## src/rtl/serial_status_pkg.sv

```systemverilog
package serial_status_pkg;

   // register byte addresses on the apb bus
   localparam logic [7:0] ADDR_STATUS     = 8'h00;
   localparam logic [7:0] ADDR_CONTROL    = 8'h04;
   localparam logic [7:0] ADDR_RX_BUFFER  = 8'h08;
   localparam logic [7:0] ADDR_TX_BUFFER  = 8'h0C;

   // serial_status field positions
   localparam int BIT_TX_EMPTY     = 7;
   localparam int BIT_RX_FULL      = 6;
   localparam int BIT_OVERRUN      = 5;
   localparam int BIT_FRAMING      = 4;
   localparam int BIT_PARITY       = 3;
   localparam int BIT_TX_DONE      = 2;
   localparam int BIT_RX_MULTIPROC = 1;
   localparam int BIT_TX_MULTIPROC = 0;

   // control field positions
   localparam int BIT_RX_ENABLE    = 0;
   localparam int BIT_TX_ENABLE    = 1;
   localparam int BIT_SYNC_MODE    = 2;
   localparam int BIT_MULTIPROC    = 3;
   localparam int BIT_PARITY_ODD   = 4;
   localparam int BIT_PARITY_EN    = 5;
   localparam int BIT_TWO_STOP     = 6;
   localparam int BIT_STANDBY      = 7;

   // reset values
   localparam logic [7:0] STATUS_RESET  = 8'h84;
   localparam logic [7:0] CONTROL_RESET = 8'h00;
   localparam logic [7:0] BUFFER_RESET  = 8'h00;

   // armed index order: tx_empty, rx_full, overrun, framing, parity
   localparam int ARM_TX_EMPTY = 4;
   localparam int ARM_RX_FULL  = 3;
   localparam int ARM_OVERRUN  = 2;
   localparam int ARM_FRAMING  = 1;
   localparam int ARM_PARITY   = 0;

   typedef struct packed {
      logic        tx_buffer_empty_flag;
      logic        rx_buffer_full_flag;
      logic        overrun_flag;
      logic        framing_error_flag;
      logic        parity_error_flag;
      logic        tx_done_flag;
      logic        rx_multiproc_bit;
      logic        tx_multiproc_bit;
      logic [4:0]  armed;
      logic [7:0]  control;
      logic [7:0]  rx_buffer;
      logic [7:0]  tx_buffer;
      logic        tx_busy;
      logic        tx_mp_out;
      logic        rx_halt;
      logic        tx_halt;
      logic        pready;
      logic        pslverr;
      logic [31:0] prdata;
   } state_type;

endpackage : serial_status_pkg

```

## src/rtl/serial_status_flags.sv

```systemverilog
`timescale 1ns/100ps
`default_nettype none

// Operation
// (RQ1) rx end while buffer full sets overrun flag
// (RQ2) overrun clears on reset, standby, or read-one then write-zero
// (RQ3) dropping rx enable leaves overrun, framing, parity flags unchanged
// (RQ4) on overrun buffer keeps old character, new one dropped
// (RQ5) any error flag halts reception; sync mode halts transmission too
// (RQ6) async: first stop bit zero sets framing flag
// (RQ7) with two stop bits only the first is checked
// (RQ8) framing error loads buffer but leaves buffer-full clear
// (RQ9) framing flag clears on reset, standby, or read-one then write-zero
// (RQ10) parity mismatch against odd/even setting sets parity flag
// (RQ11) parity error loads buffer but leaves buffer-full clear
// (RQ12) parity flag clears on reset, standby, or read-one then write-zero
// (RQ13) last bit sent with buffer empty sets tx done; reset/standby set it
// (RQ14) clearing tx enable sets tx done
// (RQ15) clearing buffer-empty by read-one write-zero clears tx done
// (RQ16) dma write into tx buffer clears tx done
// (RQ17) tx done is read-only
// (RQ18) async multiproc: received multiproc bit captured, read-only, resets zero
// (RQ19) dropping rx enable keeps captured multiproc bit
// (RQ20) async multiproc: written tx multiproc bit appended to character
// (RQ21) tx multiproc bit ignored in sync, non-multiproc, or idle
// (RQ22) software cannot write one into the five clearable flags
// (RQ23) zero write clears a flag only after it was read as one
// (RQ24) clean reception loads buffer and sets buffer-full
module serial_status_flags (
   input  wire logic        pclk,
   input  wire logic        presetn,
   input  wire logic        psel,
   input  wire logic        penable,
   input  wire logic        pwrite,
   input  wire logic [7:0]  paddr,
   input  wire logic [31:0] pwdata,
   output logic      [31:0] prdata,
   output logic             pready,
   output logic             pslverr,
   input  wire logic        rx_done,
   input  wire logic [7:0]  rx_data,
   input  wire logic [1:0]  rx_stop_bits,
   input  wire logic        rx_parity_bit,
   input  wire logic        rx_mp_bit,
   input  wire logic        tx_load,
   input  wire logic        tx_last_bit,
   input  wire logic        dma_rx_read,
   input  wire logic        dma_tx_write,
   input  wire logic [7:0]  dma_tx_data,
   output logic      [7:0]  rx_buffer_data,
   output logic      [7:0]  tx_buffer_data,
   output logic             tx_mp_out,
   output logic             rx_halt,
   output logic             tx_halt,
   output logic      [7:0]  control_out
);

   serial_status_pkg::state_type state_reg;
   serial_status_pkg::state_type state_next;

   logic [7:0] status_view;
   logic       tx_en_fall;
   logic       complete;
   logic       wr_status;
   logic       wr_control;
   logic       async_mode;
   logic       mp_async;
   logic       stop_err;
   logic       par_err;
   logic       rx_take;

   always_comb begin
      status_view = {state_reg.tx_buffer_empty_flag, state_reg.rx_buffer_full_flag,
                     state_reg.overrun_flag, state_reg.framing_error_flag,
                     state_reg.parity_error_flag, state_reg.tx_done_flag,
                     state_reg.rx_multiproc_bit, state_reg.tx_multiproc_bit};
      complete    = psel & penable & state_reg.pready;
      wr_status   = complete & pwrite & (paddr == serial_status_pkg::ADDR_STATUS);
      wr_control  = complete & pwrite & (paddr == serial_status_pkg::ADDR_CONTROL);
      tx_en_fall  = wr_control & state_reg.control[serial_status_pkg::BIT_TX_ENABLE] &
                    ~pwdata[serial_status_pkg::BIT_TX_ENABLE];
      async_mode  = ~state_reg.control[serial_status_pkg::BIT_SYNC_MODE];
      mp_async    = async_mode & state_reg.control[serial_status_pkg::BIT_MULTIPROC];
      // (RQ7) first stop only
      stop_err    = async_mode & ~rx_stop_bits[0];
      // (RQ10) parity against setting
      par_err     = async_mode & state_reg.control[serial_status_pkg::BIT_PARITY_EN] &
                    ((^{rx_data, rx_parity_bit}) ^ state_reg.control[serial_status_pkg::BIT_PARITY_ODD]);
      // (RQ5) halted while error flagged
      rx_take     = rx_done & state_reg.control[serial_status_pkg::BIT_RX_ENABLE] & ~state_reg.rx_halt;

      state_next         = state_reg;
      state_next.pready  = 1'b0;
      state_next.pslverr = 1'b0;

      // one wait state: data registered so prdata comes from a flop
      if (psel & penable & ~state_reg.pready) begin
         state_next.pready  = 1'b1;
         state_next.pslverr = 1'b0;
         case (paddr)
            serial_status_pkg::ADDR_STATUS:    state_next.prdata = {24'h00_0000, status_view};
            serial_status_pkg::ADDR_CONTROL:   state_next.prdata = {24'h00_0000, state_reg.control};
            serial_status_pkg::ADDR_RX_BUFFER: state_next.prdata = {24'h00_0000, state_reg.rx_buffer};
            serial_status_pkg::ADDR_TX_BUFFER: state_next.prdata = {24'h00_0000, state_reg.tx_buffer};
            default: begin
               state_next.prdata  = 32'h0000_0000;
               state_next.pslverr = 1'b1;
            end
         endcase
      end

      // arm from the value the reader actually saw
      if (complete & ~pwrite & (paddr == serial_status_pkg::ADDR_STATUS)) begin
         state_next.armed = state_reg.armed | state_reg.prdata[7:3];
      end

      if (wr_status) begin
         // (RQ22) ones ignored, only zeros clear
         // (RQ23) clear only when armed
         // (RQ2) overrun software clear
         if (~pwdata[serial_status_pkg::BIT_OVERRUN] & state_reg.armed[serial_status_pkg::ARM_OVERRUN]) begin
            state_next.overrun_flag = 1'b0;
         end
         // (RQ9) framing software clear
         if (~pwdata[serial_status_pkg::BIT_FRAMING] & state_reg.armed[serial_status_pkg::ARM_FRAMING]) begin
            state_next.framing_error_flag = 1'b0;
         end
         // (RQ12) parity software clear
         if (~pwdata[serial_status_pkg::BIT_PARITY] & state_reg.armed[serial_status_pkg::ARM_PARITY]) begin
            state_next.parity_error_flag = 1'b0;
         end
         if (~pwdata[serial_status_pkg::BIT_RX_FULL] & state_reg.armed[serial_status_pkg::ARM_RX_FULL]) begin
            state_next.rx_buffer_full_flag = 1'b0;
         end
         if (~pwdata[serial_status_pkg::BIT_TX_EMPTY] & state_reg.armed[serial_status_pkg::ARM_TX_EMPTY]) begin
            state_next.tx_buffer_empty_flag = 1'b0;
            // (RQ15) tx done follows empty clear
            state_next.tx_done_flag = 1'b0;
         end
         // (RQ17) tx done and rx multiproc not writable
         state_next.tx_multiproc_bit = pwdata[serial_status_pkg::BIT_TX_MULTIPROC];
      end

      if (wr_control) begin
         state_next.control = pwdata[7:0];
         // (RQ3) rx enable change leaves error flags alone
         // (RQ19) rx multiproc kept too
      end

      if (complete & pwrite & (paddr == serial_status_pkg::ADDR_TX_BUFFER)) begin
         state_next.tx_buffer = pwdata[7:0];
      end

      if (dma_rx_read) begin
         state_next.rx_buffer_full_flag = 1'b0;
      end
      if (dma_tx_write) begin
         state_next.tx_buffer            = dma_tx_data;
         state_next.tx_buffer_empty_flag = 1'b0;
         // (RQ16) dma write clears done
         state_next.tx_done_flag         = 1'b0;
      end

      // hardware sets come last so a same-cycle clear loses
      if (tx_load) begin
         state_next.tx_buffer_empty_flag = 1'b1;
         state_next.tx_busy              = 1'b1;
      end
      if (tx_last_bit & state_reg.tx_buffer_empty_flag) begin
         // (RQ13) last bit with empty buffer
         state_next.tx_done_flag = 1'b1;
         state_next.tx_busy      = 1'b0;
      end
      // (RQ14) tx enable falling sets done, after the dma clear so the set wins
      if (tx_en_fall) begin
         state_next.tx_buffer_empty_flag = 1'b1;
         state_next.tx_done_flag         = 1'b1;
      end

      if (rx_take) begin
         if (state_reg.rx_buffer_full_flag) begin
            // (RQ1) overrun on full buffer
            state_next.overrun_flag = 1'b1;
            // (RQ4) old character kept, new dropped
         end else begin
            state_next.rx_buffer = rx_data;
            // (RQ18) capture multiproc bit
            if (mp_async) begin
               state_next.rx_multiproc_bit = rx_mp_bit;
            end
            // (RQ6) stop bit zero flags framing
            if (stop_err) begin
               state_next.framing_error_flag = 1'b1;
            end
            if (par_err) begin
               state_next.parity_error_flag = 1'b1;
            end
            // (RQ8) (RQ11) errors skip buffer-full
            // (RQ24) clean character sets buffer-full
            if (~stop_err & ~par_err) begin
               state_next.rx_buffer_full_flag = 1'b1;
            end
         end
      end

      // standby holds the status at its reset image
      if (state_reg.control[serial_status_pkg::BIT_STANDBY]) begin
         {state_next.tx_buffer_empty_flag, state_next.rx_buffer_full_flag,
          state_next.overrun_flag, state_next.framing_error_flag,
          state_next.parity_error_flag, state_next.tx_done_flag,
          state_next.rx_multiproc_bit, state_next.tx_multiproc_bit} = serial_status_pkg::STATUS_RESET;
         state_next.tx_busy = 1'b0;
      end

      // an arm dies with its flag, so a stale read cannot clear a later event
      state_next.armed = state_next.armed & {state_next.tx_buffer_empty_flag, state_next.rx_buffer_full_flag,
                                             state_next.overrun_flag, state_next.framing_error_flag,
                                             state_next.parity_error_flag};

      // (RQ20) (RQ21) bit appended only when async multiproc and sending
      state_next.tx_mp_out = state_next.tx_busy & ~state_next.control[serial_status_pkg::BIT_SYNC_MODE] &
                             state_next.control[serial_status_pkg::BIT_MULTIPROC] & state_next.tx_multiproc_bit;
      // (RQ5) halt from error flags
      state_next.rx_halt = state_next.overrun_flag | state_next.framing_error_flag | state_next.parity_error_flag;
      state_next.tx_halt = state_next.rx_halt & state_next.control[serial_status_pkg::BIT_SYNC_MODE];
   end

   always_ff @(posedge pclk or negedge presetn) begin
      if (!presetn) begin
         state_reg.tx_buffer_empty_flag <= 1'b1;
         state_reg.rx_buffer_full_flag  <= 1'b0;
         state_reg.overrun_flag         <= 1'b0;
         state_reg.framing_error_flag   <= 1'b0;
         state_reg.parity_error_flag    <= 1'b0;
         state_reg.tx_done_flag         <= 1'b1;
         state_reg.rx_multiproc_bit     <= 1'b0;
         state_reg.tx_multiproc_bit     <= 1'b0;
         state_reg.armed                <= 5'h00;
         state_reg.control              <= serial_status_pkg::CONTROL_RESET;
         state_reg.rx_buffer            <= serial_status_pkg::BUFFER_RESET;
         state_reg.tx_buffer            <= serial_status_pkg::BUFFER_RESET;
         state_reg.tx_busy              <= 1'b0;
         state_reg.tx_mp_out            <= 1'b0;
         state_reg.rx_halt              <= 1'b0;
         state_reg.tx_halt              <= 1'b0;
         state_reg.pready               <= 1'b0;
         state_reg.pslverr              <= 1'b0;
         state_reg.prdata               <= 32'h0000_0000;
      end else begin
         state_reg <= state_next;
      end
   end

   assign prdata         = state_reg.prdata;
   assign pready         = state_reg.pready;
   assign pslverr        = state_reg.pslverr;
   assign rx_buffer_data = state_reg.rx_buffer;
   assign tx_buffer_data = state_reg.tx_buffer;
   assign tx_mp_out      = state_reg.tx_mp_out;
   assign rx_halt        = state_reg.rx_halt;
   assign tx_halt        = state_reg.tx_halt;
   assign control_out    = state_reg.control;

endmodule : serial_status_flags

`default_nettype wire

```

## config.mk

```make
export PLATFORM = sky130hd
export DESIGN_NAME = serial_status_flags
export DESIGN_NICKNAME = d
export VERILOG_FILES = /design/src/rtl/serial_status_pkg.sv /design/src/rtl/serial_status_flags.sv
export SDC_FILE = /design/constraint.sdc
export NUM_CORES = 1
export LEC_CHECK = 0
export ABC_CLOCK_PERIOD_IN_PS = 1900
export BUFFER_PORTS_ARGS = -buffer_cell sky130_fd_sc_hd__buf_2
export CAP_MARGIN = 20
export CORE_UTILIZATION = 47
export CTS_CLUSTER_SIZE = 40
export DETAILED_ROUTE_END_ITERATION = 6
export PLACE_DENSITY = 0.82
export SYNTH_ARGS = -nofsm -noshare
export SYNTH_HDL_FRONTEND = slang
export SYNTH_SLANG_ARGS = --single-unit
```

## constraint.sdc

```tcl
create_clock -name pclk -period 1.9 [get_ports pclk]
set_input_delay 0.38 -clock pclk [delete_from_list [all_inputs] [get_ports pclk]]
set_output_delay 0.38 -clock pclk [all_outputs]
set_load 0.03 [all_outputs]
```

; After elaboration in Yosys (flattened, before gate mapping)
; Index checks and enable logic that the tools add are counted.
; W data, S select, Z words.
[word_totals]
input_bits = 70
ff_bits = 75
output_inout_bits = 61
word_cells = 119
[classes]
bitwise_logic = 48
mux = 36
eq_ne = 4
n_reduce_logical = 11
[op_table]
columns = operator, count
row1 = $mux W34, 1
row2 = $pmux W8 S4, 1
row3 = $and A1 B1 Y1, 28
row4 = $mux W1, 26
row5 = $mux W8, 3
row6 = $eq A8 B4 Y1 const B, 2
row7 = $not A1 Y1, 15
row8 = $reduce_bool A5 Y1, 2
row9 = $reduce_xor A9 Y1, 1
row10 = $eq A8 B3 Y1 const B, 1
row11 = $logic_not A8 Y1, 1
row12 = $mux W4, 2
row13 = $mux W6, 1
row14 = $reduce_bool A2 Y1, 3
row15 = $and A5 B5 Y5, 1
row16 = $mux W5, 1
row17 = $or A5 B5 Y5, 1
row18 = $reduce_and A2 Y1, 2
row19 = $reduce_or A4 Y1, 1
row20 = $reduce_and A3 Y1, 1
row21 = $mux W2, 1
row22 = $ne A2 B2 Y1 const B, 1
row23 = $or A1 B1 Y1, 2
row24 = $xor A1 B1 Y1, 1

; Longest topological paths before layout
; Gate-level depths: netlist of the first run.
[logic_depth]
word_depth = 13
depth_mapped = 6
mapped_depth_nobuf = 5

; Worst setup path after synthesis of the first run
; Ideal clock, no wire load.
[synth_path]
path_type = in2reg
from = input port paddr[7]
to = register tx_mp_out (netlist name)
setup_slack_ns = -0.468
path_stages = 6
setup_time_ns = 0.120
required_ns = 1.780
arrival_ns = 2.248
cell_sequence = or4_4 > or2_1 > buf_6 > nor4_4 > mux2_4 > and4_1
[synth_rtl]
columns = item, line
row1 = start: declaration, serial_status_flags.sv:35  ; input wire logic [7:0] paddr,

; Final worst setup path of the first run
[layout_path]
from = input port paddr[7]
to = register state_reg (netlist bit tx_buffer_data[0])
[layout_between]
elab_chain_cells = 3
[layout_lines]
columns = item, line
row1 = $eq A8 B4 Y1, serial_status_flags.sv:150  ; if (complete & pwrite & (paddr == serial_status_pkg::ADDR_TX_BUFFER)) begin
row2 = $and A1 B1 Y1, serial_status_flags.sv:150
row3 = $reduce_bool A2 Y1 (no source line), -
row4 = end signal: assignment, serial_status_flags.sv:250  ; state_reg <= state_next;
row5 = end: declaration, serial_status_flags.sv:58  ; serial_status_pkg::state_type state_reg;
; Every way passes these cells.
; A chain may end at the register's enable or synchronous reset.

==> flow_summary.toml, run 1 <==
[global_route]
grt_first_pass_wirelength_um = 11200
grt_usage_pct = 23.9
antenna_found_initial = 0
grt.overflow.total = 0
grt_max_degree = 22
grt_pass1_vias = 2154

[synthesis]
synthTopCellsByArea = "dfrtp_1, buf_4, mux4_2"
syn_area_per_cell_um2 = 10.6
ys_types = 40
synthTopCellsByCount = "buf_4, dfrtp_1, nand2_1, inv_1, mux2i_1"
async_reset_ff_share_pct = 100
synth_most_common_cell = "buf_4"
yosysWarnings = 0
ys_ff_latch = 51
synth_seq_area_share_pct = 44.9
yosys.area.top_type = "dfrtp_1"
synthFlopType = "dfrtp_1"
synth-edff-count = 0
synth_top_area_share_pct = 43.0
synth_cells = 269
synth_area_um2 = 2850

[timing]
slew_viol_final = 0
finalHoldViolations = 0
worst_slew_pin_slew_ns = 0.586
holdWs_ns = 0.273
period_minus_slack_ns = 1.93
max-slew-margin-rel_pct = 60.9
rsz0062_at_grt = "yes"
timing.fmax_ghz = 0.517
fin_crit_sh_pct = 102
finalSetupViolations = 5
fin_skew_ns = 0.00956
fin_ws_ns = -0.0330

[run]
max_cap_violations = 0

[setup_path]
cp.arrival_ns = 2.13
cp.required_ns = 2.09
critical_path.max_stage_delay_ns = 0.53
start_kind = "input pin"
timing_worst_setup_path_type = "input pin to register"
r2r_cells = 5
path_max_fanout = 4
path_cells = "buf_6, or4_4, or2_4, buf_6, nor4_4, buf_4, mux2i_1, o21ai_1"
crit_path_end_kind = "register"
crit_top_cell = "buf_6"
cpMaxStageDelayCell = "or4_4"

[drt]
top_layer = "met4"
drtPass1Iterations = 4
drtIter0Drc = 206
vias = 2176
wl_met2_um = 3390
wirelength_um = 6880
vias_per_cell = 5.26
m1WireLength_um = 3000
ant_nets = 0
drc = 0
met3_length_um = 397
wl_per_cell_um = 16.6

[place]
port-buffer-count = 81
gp_congestion = 0.853
placed_cell_area_um2 = 3130
place_ws_ns = -0.421
dp_hpwl_um = 5210

[floorplan]
die_w_um = 79.9
rows = 27
io_pins = 131
coreArea_um2 = 5680
fp.dieH_um = 79.9
start_util_pct = 50.2
die_area_um2 = 6380

[cts]
clk_latency_ns = 0.31
cts_made_buffers = 5
htree_levels = 2
cts_sinks = 51
clkTransAtPathRegs_ns = 0.10
root_buffer = "clkbuf_8"
cts.path.max_buffers = 2
cts_tree = "built"

[layout]
layout-drive-gt1-share_pct = 40.6
final_util_pct = 58.6
area_growth_pct = 16.8
nets = 411
fillers = 486
n_antenna_cell = 0
largest_reg_flops = 14
fin_area_um2 = 3330

[outcome]
violations = "negative setup slack"
status = "complete, but fails checks"

[worst_hold_path]
hold_depth = 3
hold_class = "input pin to register"

[power_and_ir_drop]
power_density_nw_per_um2 = 684
power_leakage_nw = 1.71
total_power_mw = 2.28
vdd_drop_max_uv = 338
==> cell usage in the layout (no fill, tap or decap), types with 7 or more instances in the layout <==
cell     count
inv_1       10
nand2_1     40
buf_2       80
buf_4       18
o21ai_1      7
nor2_1       9
a22o_1       8
mux4_2       8
xnor2_1      7
conb_1      24
mux2i_1      9
a21oi_1      8
dfrtp_1     49
==> worst max-delay path, delay by kind of cell <==
family | cells | cell delay (ns)
buffers and inverters | 3 | 0.43
AOI/OAI and AO/OA | 1 | 0.07
muxes | 1 | 0.21
and+or+nand+nor | 3 | 1.04
==> through the flow <==
stage                     cells  TNS, ns
after floorplan             292    -6.31
after global placement      403    -7.85
after detailed placement    403    -8.79
after CTS                   412        0
after global routing        414   -0.460
final                       414   -0.118
==> what timing repair did <==
item / CTS / global route
pin swaps: 2 / 0
gates resized for setup: 2 / 10
buffers inserted: 0 / 2
endpoints found under the setup margin: 16 / 16
hold buffers: 1 / 0
hold endpoints to repair: 14 / 0
==> power by group <==
group | leakage [nW] | switching, mW | internal, mW
combinational | 0.968 | 0.232 | 0.122
sequential | 0.684 | 0.0194 | 1.11
clock | 0.0612 | 0.370 | 0.427
total | 1.71 | 0.622 | 1.66
==> area by class of cell <==
type | count | area, µm² | share of cell area (%)
repair buffers | 105 | 613 | 18.4
multi-input cells | 168 | 1190 | 35.8
clock inverters | 2 | 35.0 | 1.05
flip-flops and latches | 51 | 1280 | 38.4
inverters | 10 | 37.5 | 1.13
clock buffers | 6 | 82.6 | 2.48
well taps | 72 | 90.1 | 2.71
==> cell families after synthesis <==
kind of cell    synth area share, %
flops                          44.9
compound gates                 8.12
simple gates                   14.3
mux                            12.3
other cells                   0.132
buf+inv                        17.3
xor+xnor                       2.94
==> final timing paths <==
check	startpoint	to	slack (ns)
max	paddr[7]	tx_buffer_data[0]	-0.03
min	dma_tx_data[1]	tx_buffer_data[1]	0.27
max reg2reg	pready	tx_mp_out	0.20
min reg2reg	state_reg[37]	state_reg[37]	0.51
max in group asynchronous	presetn	tx_buffer_data[2]	0.77
min in group asynchronous	presetn	prdata[7]	0.51
==> metal layers <==
metal,vias up,global-route usage [%]
li1,993,-
met2,86,38.5
met5,-,0
met4,0,6.07
met1,1086,32.2
met3,11,6.06
Power figures use the tool's default switching activity.
==> run 2: changes to the inputs <==
--- a/config.mk
+++ b/config.mk
@@ -5,12 +5,13 @@
 export SDC_FILE = /design/constraint.sdc
 export NUM_CORES = 1
 export LEC_CHECK = 0
-export ABC_CLOCK_PERIOD_IN_PS = 1900
+export ABC_CLOCK_PERIOD_IN_PS = 1940
 export BUFFER_PORTS_ARGS = -buffer_cell sky130_fd_sc_hd__buf_2
 export CAP_MARGIN = 20
 export CORE_UTILIZATION = 47
 export CTS_CLUSTER_SIZE = 40
 export DETAILED_ROUTE_END_ITERATION = 6
+export HOLD_SLACK_MARGIN = 0.15
 export PLACE_DENSITY = 0.82
 export SYNTH_ARGS = -nofsm -noshare
 export SYNTH_HDL_FRONTEND = slang
==> constraint.sdc (replaced) <==
create_clock -name pclk -period 1.94 [get_ports pclk]
set_input_delay 0.388 -clock pclk [delete_from_list [all_inputs] [get_ports pclk]]
set_output_delay 0.388 -clock pclk [all_outputs]
set_load 0.03 [all_outputs]
==> flow_summary.toml, run 2 (synthesis results as in run 1) <==
[setup_path]
cp_top_family = "simple AND/OR/NAND/NOR gates"
start_kind = "input pin"
cp.required_ns = 2.15
crit_start = "paddr[7]"
crit_path_end_kind = "register"
r2r_end = "tx_halt"
critPathBufInv = 2
critical_path.max_stage_delay_ns = 0.52
path_max_fanout = 5
crit_top_cell = "buf_6"
timing_worst_setup_path_type = "input pin to register"
cpMaxStageDelayCell = "or4_4"
cp.arrival_ns = 2.19
path_cells = "buf_6, or4_4, or2_4, nor4_4, buf_6, mux2_4, and4_1"
regToRegSetupSlack_ns = 0.22
reg2reg_from = "rx_halt"
r2r_cells = 4

[power_and_ir_drop]
power_density_nw_per_um2 = 619
total_power_mw = 2.05
vdd_drop_max_uv = 339
power_leakage_nw = 1.71

[timing]
tns_ns = -0.195
period_minus_slack_ns = 1.99
rsz0062_at_grt = "yes"
slew_viol_final = 0
timing.fmax_ghz = 0.503
fin_crit_sh_pct = 102
finalHoldViolations = 0
fin_ws_ns = -0.0470
worst_slew_pin_slew_ns = 0.604
finalSetupViolations = 14
fin_skew_ns = 0.00548
max-slew-margin-rel_pct = 59.8

[layout]
layout_common_cells = "buf_2, dfrtp_1, nand2_1"
area_growth_pct = 16.5
fin_area_um2 = 3320
largest_reg_flops = 14
n_antenna_cell = 0
final_cells = 414
nets = 411
final_common_cell = "buf_2"
layout-drive-gt1-share_pct = 40.1

[floorplan]
die_area_um2 = 6380
rows = 27
start_util_pct = 50.2
coreArea_um2 = 5680
io_pins = 131
fp.dieH_um = 79.9
die_w_um = 79.9

[global_route]
grt_pass1_vias = 2040
grt.overflow.total = 0
antenna_found_initial = 0
grt_max_degree = 24
grt_first_pass_wirelength_um = 10600
grt_usage_pct = 22.7

[cts]
cts_made_buffers = 5
cts.path.max_buffers = 2
cts_sinks = 51
root_buffer = "clkbuf_8"
clkTransAtPathRegs_ns = 0.09
htree_levels = 2
cts_tree = "built"
clk_latency_ns = 0.31

[worst_hold_path]
min_to = "tx_buffer_data[1]"
min-delay-start = "dma_tx_data[1]"
hold_class = "input pin to register"
hold_depth = 3

[drt]
drtPass1Iterations = 4
vias_per_cell = 5.20
vias = 2154
wirelength_um = 6680
ant_nets = 0
drtIter0Drc = 182
drc = 0
wl_per_cell_um = 16.1

[place]
dp_hpwl_um = 5060
gp_congestion = 0.923
placed_cell_area_um2 = 3150
port-buffer-count = 81
numPlacedInstances = 404

[outcome]
status = "complete, but fails checks"
violations = "negative setup slack"

[run]
max_cap_violations = 0
[run 2: cell types whose count changed in the layout (fill, tap and decap cells not counted), sizes merged]
| cell | delta |
|---|---|
| clkbuf | +1 |
| bufinv | -1 |
[run 2: how the worst max path moves through the flow]
stage	cells after the start	endpoint
finish	7	tx_mp_out
global route	8	tx_buffer_data[0]
CTS	8	tx_buffer_data[7]
detailed placement	8	tx_buffer_data[7]
global placement	7	tx_mp_out
floorplan	6	tx_mp_out
[run 2: what timing repair did]
action,in CTS,in global routing
hold buffers,1,0
setup buffers,1,0
pin swaps,4,5
endpoints found under the hold margin,16,0
gates resized for setup,10,5
endpoints found under the setup margin,15,22
[run 2: power by group]
group	switching [mW]	internal, mW	leakage [nW]
clock	0.345	0.254	0.0422
sequential	0.0185	1.08	0.684
combinational	0.227	0.124	0.985
[run 2: stage by stage]
step                util [%]  hold slack (ns)  setup WS [ns]
floorplan                  -           0.0924         -0.436
global placement        55.6            0.348         -0.343
detailed placement      55.6            0.357         -0.408
CTS                     58.1            0.285        -0.0803
global route            58.5            0.282        -0.0948
finish                  58.5            0.287        -0.0470
[run 2: layout make-up]
| cell class | count | area, µm² |
|---|---|---|
| clock buffer | 7 | 76.3 |
| clock inverter | 1 | 5.00 |
| fill | 474 | 2360 |
| inverter | 10 | 37.5 |
| multi-input combinational | 168 | 1200 |
| sequential | 51 | 1280 |
| tap | 72 | 90.1 |
| timing repair buffer | 105 | 636 |
[run 2: metal layers]
layer	vias up	share of wire, %	global-route usage [%]
met4	0	1.5	7.50
met3	9	6.7	5.26
met5	-	0	0
met2	84	49	35.4
met1	1063	43	31.2
li1	998	-	-
[run 2: tightest hold or removal path, delay by kind of cell]
kind	cells	cell delay, ns
buffers and inverters	1	0.07
AOI/OAI and AO/OA	1	0.06
and+or+nand+nor	1	0.04
